`src/inc/dic_pkg.sv`:
```
// Purpose: constants of the two-level interrupt controller
// Assumes: APB slave with 32-bit data, one word per register
// Notes:   bit 0 is the fast-level summary, bit 1 the programmed source
// Behaviour
// [RL1] Normal enabled status is raw AND mask
// [RL2] No priority encoder, no vector generation
// [RL3] Normal request is OR of enabled status
// [RL4] Fast path mirrors normal path, own registers
// [RL5] Fast bits 31..1 ORed to request, bit0
// [RL6] Fast enable write clears same normal bit
// [RL7] Normal enable write clears same fast bit
// [RL8] Source may be masked at both levels
// [RL9] Config bit 2 drives fast bit 1
// [RL10] Config bit 1 drives normal bit 1
// [RL11] Programmed interrupts bypass the enable masks
// [RL12] Sources hold requests past minimum latency
// [RL13] Raw status follows peripheral request, read-only
// [RL14] Mask one passes request, zero blocks
// [RL15] Mask-clear port clears written ones only
// [RL16] Fixed bit map, bits 6, 15 reserved
// [RL17] Reserved bits read zero, writes ignored
// [RL18] Requests are registered levels
package dic_pkg;

    localparam int          ADDR_W        = 8;
    localparam int          DATA_W        = 32;
    localparam int          SRC_LO        = 2;
    localparam int          SRC_HI        = 19;
    localparam int          SRC_W         = SRC_HI - SRC_LO + 1;

    localparam logic [7:0]  OFS_NRM_RAW   = 8'h00;
    localparam logic [7:0]  OFS_NRM_EN    = 8'h04;
    localparam logic [7:0]  OFS_NRM_CLR   = 8'h08;
    localparam logic [7:0]  OFS_NRM_STA   = 8'h0c;
    localparam logic [7:0]  OFS_FST_RAW   = 8'h10;
    localparam logic [7:0]  OFS_FST_EN    = 8'h14;
    localparam logic [7:0]  OFS_FST_CLR   = 8'h18;
    localparam logic [7:0]  OFS_FST_STA   = 8'h1c;
    localparam logic [7:0]  OFS_PROG      = 8'h20;

    localparam int          BIT_FAST_OR   = 0;
    localparam int          BIT_PROG      = 1;
    localparam int          BIT_PROG_NRM  = 1;
    localparam int          BIT_PROG_FST  = 2;

    // Peripheral positions 2..19 without reserved 6 and 15
    localparam logic [31:0] SRC_BITS      = 32'h000f_7fbc;
    localparam logic [31:0] EN_BITS       = 32'h000f_7fbc;
    localparam logic [1:0]  PROG_BITS     = 2'h3;

    localparam logic [31:0] RST_WORD      = 32'h0000_0000;
    localparam logic [1:0]  RST_PROG      = 2'h0;
    localparam logic [SRC_W-1:0] RST_SRC  = '0;

endpackage : dic_pkg

```
`src/inc/dic_req_if.sv`:
```
// Purpose: carries peripheral requests into and out of the synchroniser
// Assumes: requests may come from other clock domains
// Notes:   clean side is in the pclk domain
`timescale 1ns/1ps
interface dic_req_if;
    import dic_pkg::*;

    logic [SRC_W-1:0] raw_req;
    logic [SRC_W-1:0] clean_req;

    modport sync (input raw_req, output clean_req);
    modport core (output raw_req, input clean_req);
endinterface : dic_req_if

```
`src/rtl/dic_sync.sv`:
```
// Purpose: three-stage synchroniser for peripheral request lines
// Assumes: requests stay stable for several pclk cycles
// Notes:   a bit changes once stages two and three agree
`timescale 1ns/1ps
module dic_sync
    import dic_pkg::*;
(
    input  wire logic pclk,
    input  wire logic presetn,
    input  wire logic ce,
    dic_req_if.sync   req
);

    typedef struct packed {
        logic [SRC_W-1:0] s1;
        logic [SRC_W-1:0] s2;
        logic [SRC_W-1:0] s3;
        logic [SRC_W-1:0] out;
    } dic_sync_s;

    dic_sync_s st;
    dic_sync_s next_st;

    always_comb begin
        next_st = st;
        if (ce) begin
            next_st.s1 = req.raw_req;
            next_st.s2 = st.s1;
            next_st.s3 = st.s2;
            for (int i = 0; i < SRC_W; i++) begin
                if (st.s2[i] == st.s3[i]) begin
                    next_st.out[i] = st.s3[i];
                end
            end
        end
    end

    always_ff @(posedge pclk or negedge presetn) begin
        if (!presetn) begin
            st <= '{RST_SRC, RST_SRC, RST_SRC, RST_SRC};
        end else begin
            st <= next_st;
        end
    end

    assign req.clean_req = st.out;

endmodule : dic_sync

```
`src/rtl/dic_top.sv`:
```
// Purpose: two-level interrupt controller with APB register access
// Assumes: one pclk domain, APB master holds a request until pready
// Notes:   status and fast request lag a source change by sync plus one cycle, normal request by sync plus two
`timescale 1ns/1ps
module dic_top
    import dic_pkg::*;
(
    input  wire logic              pclk,
    input  wire logic              presetn,
    input  wire logic              ce,
    input  wire logic              psel,
    input  wire logic              penable,
    input  wire logic              pwrite,
    input  wire logic [ADDR_W-1:0] paddr,
    input  wire logic [DATA_W-1:0] pwdata,
    output logic      [DATA_W-1:0] prdata,
    output logic                   pready,
    output logic                   pslverr,
    input  wire logic [SRC_W-1:0]  src_req,
    output logic                   normal_request,
    output logic                   fast_request
);

    typedef struct packed {
        logic [31:0] normal_enable_mask;
        logic [31:0] fast_enable_mask;
        logic [1:0]  programmed_interrupt_config;
        logic [31:0] normal_raw_status;
        logic [31:0] fast_raw_status;
        logic [31:0] normal_enabled_status;
        logic [31:0] fast_enabled_status;
        logic        normal_request;
        logic        fast_request;
        logic [31:0] prdata;
        logic        pready;
        logic        pslverr;
    } dic_top_s;

    dic_top_s st;
    dic_top_s next_st;

    dic_req_if req_if ();

    assign req_if.raw_req = src_req;

    dic_sync u_sync (
        .pclk    (pclk),
        .presetn (presetn),
        .ce      (ce),
        .req     (req_if)
    );

    logic [31:0] src_word;
    logic        fast_or;
    logic        setup_cyc;
    logic        wr_take;
    logic [31:0] wr_en_bits;
    logic [31:0] rd_word;
    logic        rd_hit;

    // Peripheral requests placed at their fixed positions
    always_comb begin
        src_word = '0;
        src_word[SRC_HI:SRC_LO] = req_if.clean_req;
        src_word = src_word & SRC_BITS; // RL16 RL17
    end

    // Next fast bits 31..1, so summary bit and request never lag them
    assign fast_or    = |(src_word[31:1] & st.fast_enable_mask[31:1])
                        | st.programmed_interrupt_config[1]; // RL5
    assign setup_cyc  = psel && !penable && !st.pready;
    assign wr_take    = psel && penable && st.pready && pwrite && !st.pslverr;
    assign wr_en_bits = pwdata & EN_BITS; // RL17

    // Read mux; unmapped offsets answer with an error
    always_comb begin
        rd_word = '0;
        rd_hit  = 1'b1;
        case (paddr)
            OFS_NRM_RAW: rd_word = st.normal_raw_status; // RL13
            OFS_NRM_EN:  rd_word = st.normal_enable_mask;
            OFS_NRM_CLR: rd_word = '0; // RL15
            OFS_NRM_STA: rd_word = st.normal_enabled_status; // RL2
            OFS_FST_RAW: rd_word = st.fast_raw_status;
            OFS_FST_EN:  rd_word = st.fast_enable_mask;
            OFS_FST_CLR: rd_word = '0;
            OFS_FST_STA: rd_word = st.fast_enabled_status;
            OFS_PROG: begin
                rd_word[BIT_PROG_FST] = st.programmed_interrupt_config[1];
                rd_word[BIT_PROG_NRM] = st.programmed_interrupt_config[0];
            end
            default:     rd_hit  = 1'b0;
        endcase
    end

    always_comb begin
        next_st = st;
        if (ce) begin
            // APB answer: no wait state, data and error from setup
            next_st.pready = setup_cyc;
            if (setup_cyc) begin
                next_st.prdata  = pwrite ? '0 : rd_word;
                next_st.pslverr = !rd_hit;
            end else if (st.pready) begin
                next_st.prdata  = '0;
                next_st.pslverr = 1'b0;
            end

            if (wr_take) begin
                case (paddr)
                    OFS_NRM_EN: begin
                        next_st.normal_enable_mask =
                            st.normal_enable_mask | wr_en_bits; // RL14
                        next_st.fast_enable_mask =
                            st.fast_enable_mask & ~wr_en_bits; // RL7
                    end
                    OFS_FST_EN: begin
                        next_st.fast_enable_mask =
                            st.fast_enable_mask | wr_en_bits; // RL4
                        next_st.normal_enable_mask =
                            st.normal_enable_mask & ~wr_en_bits; // RL6
                    end
                    OFS_NRM_CLR: begin
                        next_st.normal_enable_mask =
                            st.normal_enable_mask & ~wr_en_bits; // RL15 RL8
                    end
                    OFS_FST_CLR: begin
                        next_st.fast_enable_mask =
                            st.fast_enable_mask & ~wr_en_bits; // RL15 RL8
                    end
                    OFS_PROG: begin
                        next_st.programmed_interrupt_config =
                            {pwdata[BIT_PROG_FST], pwdata[BIT_PROG_NRM]}
                            & PROG_BITS; // RL17
                    end
                    default: begin
                        next_st.programmed_interrupt_config =
                            st.programmed_interrupt_config;
                    end
                endcase
            end

            // Raw status: peripherals, programmed bit, fast summary
            next_st.normal_raw_status = src_word; // RL13
            next_st.normal_raw_status[BIT_PROG] =
                st.programmed_interrupt_config[0]; // RL10
            next_st.normal_raw_status[BIT_FAST_OR] = fast_or; // RL5
            next_st.fast_raw_status = src_word; // RL4
            next_st.fast_raw_status[BIT_PROG] =
                st.programmed_interrupt_config[1]; // RL9
            next_st.fast_raw_status[BIT_FAST_OR] = fast_or; // RL5

            // Enabled status: masked sources, programmed bit unmasked
            next_st.normal_enabled_status =
                src_word & st.normal_enable_mask; // RL1 RL14
            next_st.normal_enabled_status[BIT_PROG] =
                st.programmed_interrupt_config[0]; // RL10 RL11
            next_st.fast_enabled_status =
                src_word & st.fast_enable_mask; // RL4 RL14
            next_st.fast_enabled_status[BIT_PROG] =
                st.programmed_interrupt_config[1]; // RL9 RL11
            next_st.fast_enabled_status[BIT_FAST_OR] = fast_or; // RL5

            next_st.normal_request = |st.normal_enabled_status; // RL3 RL18
            next_st.fast_request   = fast_or; // RL5 RL18
        end
    end

    always_ff @(posedge pclk or negedge presetn) begin
        if (!presetn) begin
            st.normal_enable_mask          <= RST_WORD;
            st.fast_enable_mask            <= RST_WORD;
            st.programmed_interrupt_config <= RST_PROG;
            st.normal_raw_status           <= RST_WORD;
            st.fast_raw_status             <= RST_WORD;
            st.normal_enabled_status       <= RST_WORD;
            st.fast_enabled_status         <= RST_WORD;
            st.normal_request              <= 1'b0;
            st.fast_request                <= 1'b0;
            st.prdata                      <= RST_WORD;
            st.pready                      <= 1'b0;
            st.pslverr                     <= 1'b0;
        end else begin
            st <= next_st;
        end
    end

    assign prdata         = st.prdata;
    assign pready         = st.pready;
    assign pslverr        = st.pslverr;
    assign normal_request = st.normal_request;
    assign fast_request   = st.fast_request;

endmodule : dic_top

```
`config.mk`:
```
export PLATFORM = sky130hd
export DESIGN_NAME = dic_top
export DESIGN_NICKNAME = d
export VERILOG_FILES = /design/src/inc/dic_pkg.sv /design/src/inc/dic_req_if.sv /design/src/rtl/dic_sync.sv /design/src/rtl/dic_top.sv
export SDC_FILE = /design/constraint.sdc
export NUM_CORES = 1
export LEC_CHECK = 0
export BUFFER_PORTS_ARGS = -buffer_cell sky130_fd_sc_hd__buf_2
export CORE_MARGIN = 5
export CORE_UTILIZATION = 30
export DETAILED_ROUTE_END_ITERATION = 12
export PLACE_DENSITY = 0.54
export SLEW_MARGIN = 20
export SYNTH_ARGS = -nofsm -noshare
export SYNTH_HDL_FRONTEND = slang
export SYNTH_SLANG_ARGS = --single-unit
```
`constraint.sdc`:
```
create_clock -name pclk -period 1.75 [get_ports pclk]
set_input_delay 0 -clock pclk [delete_from_list [all_inputs] [get_ports pclk]]
set_output_delay 0 -clock pclk [all_outputs]
set_load 0.03 [all_outputs]
```
Word level (Yosys, flattened, before mapping) --
Cells that the tools add are included.
Storage, ports and cells: flip-flop bits (word level) 272, input port bits 64, output and inout port bits 36, logic and storage cells 114
Operators by class: equality and inequality tests 24, muxes and demuxes 11, bitwise gates (word level) 9, reduce and logical (&&, ||, !) cells 39
Operators by type and width (number):
- 29-bit case mux with 6 select lines | 1
- 32-bit case mux with 2 select lines | 2
- 32-bit two-way mux | 3
- 20-bit by 32-bit AND with 32-bit output | 2
- 32-bit AND | 2
- 32-bit by 20-bit bitwise OR with 32-bit output | 2
- 2-bit AND reduction | 17
- 8-bit by 5-bit equality test with 1-bit output, second input constant | 4
- 20-bit inverter with 32-bit output | 1
- 32-bit OR reduction | 1
- 19-bit by 31-bit AND with 31-bit output | 1
- 31-bit OR reduction | 1
- 1-bit equality test | 16
- 8-bit by 4-bit equality test with 1-bit output, second input constant | 2
- 2-bit case mux with 7 select lines | 1
- 3-bit AND reduction | 3
- 9-bit OR reduction | 1
- 8-bit by 3-bit equality test with 1-bit output, second input constant | 1
- 8-bit by 6-bit equality test with 1-bit output, second input constant | 1
- 8-bit zero test | 1
- 1-bit logical AND | 6
- 1-bit case mux with 6 select lines | 1
- 2-bit nonzero test | 3
- 1-bit zero test | 4
- 3 further kinds | 6

Depth between registers and ports, before layout --
depth after elaboration 5, mapped depth 7, depth with buffers taken out 4

Hierarchy --
From an unflattened synthesis, not the netlist that was laid out.
Unflattened totals: cells, all modules 708, area, all modules 8276.7 um^2
Modules (own cells, without submodules):
- dic_top | times used 1, cells each 496, area an instance 5232.5 um^2, seq. area each 2652.5 um^2
- dic_sync | times used 1, cells each 212, area an instance 3044.2 um^2, seq. area each 1801.7 um^2

Least setup slack after synthesis --
Ideal clock, no wire load.
kind register -> register, from reg pslverr (netlist name), to reg (tool-made name), library setup time 0.123 ns, arrival time 1.543 ns, required time 1.627 ns, setup slack 0.084 ns, stages on the path, launching flop included 7, buffers on the path 2, clock period less this slack 1.666 ns, cell sequence dfrtp_1 > nand2b_1 > nor4_4 > nor2b_1 > buf_2 > buf_4 > a21oi_1

==> Flow_metrics.wiki <==
{| class="wikitable"
! Metric !! Value
|-
| Result of the run || finished clean
|-
| Clock sinks || 170
|-
| Pin count of the biggest net entering global routing || 77
|-
| Detail-routed net length per standard cell || 16.8 microns
|-
| Number of storage elements in the synthesis netlist || 170
|-
| Post-layout net count || 831
|-
| Count of maximum capacitance violations || 0
|-
| Overall Power || 9.95 mW
|-
| Internal power of the cells || 7.43 mW
|-
| Max Fanout on Critical Path || 15
|-
| Buffer depth of the longest clock path || 2
|-
| First-pass GRT wire length || 30.1 mm
|-
| Worst path required time || 2.06 ns
|-
| Combinational fraction of design power || 12.4%
|-
| Type of the worst min-delay path || primary input to register
|-
| Kind of start point of the critical path || register
|-
| Floorplan die height || 170 microns
|-
| Number of instances in the placed design || 1042
|-
| Die area || 0.0287 sq mm
|-
| Initial DRC Count || 382
|-
| Residual antenna-violating net count after detailed routing || 0
|-
| Standard-cell row count || 58
|-
| Sequential cell area fraction in the yosys report || 55.7%
|-
| Minimum setup slack among reg-to-reg paths || 0.15 ns
|-
| Maximum frequency from static timing analysis || 625 MHz
|-
| Number of fill cells in the layout || 2529
|-
| Placeable Area || 0.0251 sq mm
|-
| Post-layout minimum cycle time || 1.60 ns
|-
| Hpwl dp || 12.7 mm
|-
| Largest clock skew in the final design || 0.0107 ns
|-
| Number of global-route vias before repair || 5274
|-
| Number of iterations in the first detailed-routing pass || 5
|-
| Prevailing post-synth register cell || sky130_fd_sc_hd__dfrtp_1
|-
| Top library cells by usage in the layout, fill and taps aside || sky130_fd_sc_hd__dfrtp_1, sky130_fd_sc_hd__a21oi_1, sky130_fd_sc_hd__mux2_2
|-
| Routed via count divided by cell count || 4.94
|-
| Total CTS buffers || 17
|-
| Synthesis-to-layout area growth || 23.2%
|-
| CTS tree || done
|-
| Clock-pin slew on the worst setup and hold paths || 0.06 ns
|-
| Global router's overall resource usage || 13.2%
|-
| Number of buffers added on ports || 68
|-
| Kind of capture point of the worst setup path || register
|-
| Hold Violations, Final || 0
|-
| Number of DRC violations after detailed routing || 0
|-
| Switching pwr || 2.51 mW
|-
| Max-slew violation count || 0
|-
| Sw Ratio || 25.3%
|-
| Worst slew pin tran || 0.611 ns
|-
| Post-route setup slack || 0.149 ns
|-
| Top post-synthesis cells by area || sky130_fd_sc_hd__dfrtp_1, sky130_fd_sc_hd__mux2_2, sky130_fd_sc_hd__a21oi_1
|-
| Post-synthesis cell type with the largest combined area || sky130_fd_sc_hd__dfrtp_1
|-
| Startpoint of the lowest-slack register-to-register path || pslverr
|-
| CP Data Arrival Time || 1.91 ns
|-
| FF-to-FF path depth || 5
|-
| Later-pin clock latency in the skew report || 0.43 ns
|-
| Leakage || 4.19 nW
|-
| Count of boundary I/O pins || 100
|-
| Detailed-route wire length || 18.7 mm
|-
| Gate count of the mapped netlist || 669
|-
| Count of vias placed by the detailed router || 5487
|-
| Post-route fraction of the period consumed by the critical path || 91.5%
|-
| Horizontal extent of the die || 170 microns
|-
| Initial antenna violation count || 1
|-
| Fraction of synthesized cell area taken by the top area cell type || 55.7%
|-
| IR drop worst, VDD || 0.000619 V
|-
| P per Cell Area || 1060 mW/mm^2
|-
| Power share of the clock group || 40.9%
|-
| Sum of negative setup slack || 0 ns
|-
| CTS Root Buffer Type || sky130_fd_sc_hd__clkbuf_16
|-
| Gpl congestion || 0.743
|-
| Worst max-slew margin expressed relative to the limit || 59.3%
|-
| H-tree depth || 4
|-
| Warnings, synthesis || 0
|-
| Remaining Overflow, GRT || 0
|-
| Post-synth ARST share || 100%
|-
| Worst Setup SP || pslverr
|-
| Fraction of final layout cells with drive strength greater than 1 || 28.8%
|-
| Most frequent standard cell in the layout excluding fill and tap cells || sky130_fd_sc_hd__dfrtp_1
|-
| Crit Path Category || register to register
|-
| RSZ-0062 raised after global routing || no
|-
| Count of unique library cells instantiated by Yosys || 41
|-
| Number of flops mapped to enable cells by yosys || 0
|-
| Setup Viol. Count Final || 0
|-
| Synth Cell Area || 0.00764 sq mm
|-
| Count of non-filler cells in the finished layout || 1111
|-
| Initial core utilization || 30.4%
|-
| Synthesized area per cell || 11.4 sq um
|-
| Share of total power in sequential cells || 46.7%
|-
| Worst Setup Slack post-DPL || 0.0670 ns
|}
-- cell usage after synthesis (2+ instances only) --
| master | instances |
|---|---|
| sky130_fd_sc_hd__nor2b_1 | 4 |
| sky130_fd_sc_hd__dfrtp_1 | 170 |
| sky130_fd_sc_hd__nand3_1 | 51 |
| sky130_fd_sc_hd__mux2i_1 | 2 |
| sky130_fd_sc_hd__a32oi_1 | 15 |
| sky130_fd_sc_hd__mux2_2 | 68 |
| sky130_fd_sc_hd__nand4_1 | 3 |
| sky130_fd_sc_hd__clkbuf_1 | 24 |
| sky130_fd_sc_hd__a31oi_1 | 32 |
| sky130_fd_sc_hd__a22o_1 | 3 |
| sky130_fd_sc_hd__nor4b_1 | 2 |
| sky130_fd_sc_hd__nand4bb_1 | 2 |
| sky130_fd_sc_hd__nand2_1 | 19 |
| sky130_fd_sc_hd__and3_1 | 2 |
| sky130_fd_sc_hd__o21ai_0 | 39 |
| sky130_fd_sc_hd__buf_2 | 7 |
| sky130_fd_sc_hd__a221oi_1 | 4 |
| sky130_fd_sc_hd__a21oi_1 | 68 |
| sky130_fd_sc_hd__nor3_1 | 4 |
| sky130_fd_sc_hd__nand2b_1 | 17 |
| sky130_fd_sc_hd__buf_1 | 11 |
| sky130_fd_sc_hd__buf_4 | 34 |
| sky130_fd_sc_hd__inv_1 | 33 |
| sky130_fd_sc_hd__nor4_1 | 3 |
| sky130_fd_sc_hd__nor2_1 | 22 |
| sky130_fd_sc_hd__mux4_2 | 15 |
-- critical path: stages (launching register included) --
cell and delay, ns:
sky130_fd_sc_hd__dfrtp_1 0.39, sky130_fd_sc_hd__nand2b_1 0.19, sky130_fd_sc_hd__nor4_4 0.33, sky130_fd_sc_hd__nor2b_2 0.30, sky130_fd_sc_hd__buf_12 0.19, sky130_fd_sc_hd__a21oi_1 0.08
-- final cells by class --
cell class	instances	area (sq um)	share of cell area [%]
Antenna cell	1	2.50	0.0266
Sequential cell	170	4250	45.2
Timing Repair Buffer	142	1070	11.4
Multi-Input combinational cell	403	2900	30.8
Tap cell	330	413	4.39
Inverter	33	124	1.32
Clock buffer	21	470	5.00
Clock inverter	11	168	1.78
-- power groups by stage --
stage	Clock (mW)	Sequential [mW]	Combinational, mW
after detailed placement	0	4.71	1.18
after CTS	4.15	4.64	1.25
after global routing	4.30	4.69	1.38
final	4.07	4.64	1.24
after global placement	0	4.69	1.16
after floorplan	0	4.66	0.666
-- cells by family after synthesis --
group           synth area share, %
flops                          55.7
compound gates                 12.9
simple gates                   9.45
buf+inv                        7.14
mux                            14.7
other cells                  0.0491
-- what timing repair did --
| item | in CTS | in global routing |
|---|---|---|
| hold buffers | 36 | 0 |
| hold endpoints to repair | 191 | 0 |
| gates resized for setup | 0 | 2 |
| endpoints found under the setup margin | 0 | 32 |
| setup buffers | 0 | 0 |
-- worst min path at each step --
stage | end | slack (ns) | cells past startpoint | start
final | pslverr | 0.02 | 5 | paddr[0]
after CTS | pslverr | 0.02 | 5 | paddr[0]
after floorplan | async pin | -0.30 | 0 | presetn
after global placement | u_sync.st[66] | -0.006 | 1 | presetn
after detailed placement | u_sync.st[66] | -0.007 | 1 | presetn
after global routing | pready | 0.09 | 3 | psel
-- stage by stage --
stage                     area (sq um)  utilization [%]  hold slack [ns]
after floorplan                   7680                -           -0.296
after CTS                         9400             37.4           0.0176
final                             9410             37.5           0.0173
after global routing              9410             37.5           0.0903
after global placement            8400             33.5         -0.00564
after detailed placement          8400             33.5         -0.00743
-- routing by layer --
| metal | wire length, microns | share of wire [%] | track usage (%) |
|---|---|---|---|
| met2 | 7870 | 42 | 18.6 |
| met3 | 1160 | 6.2 | 3.42 |
| met5 | 0 | 0 | 0 |
| met1 | 9540 | 51 | 20.4 |
| met4 | 116 | 0.62 | 2.84 |
Power figures use the tool's default switching activity.
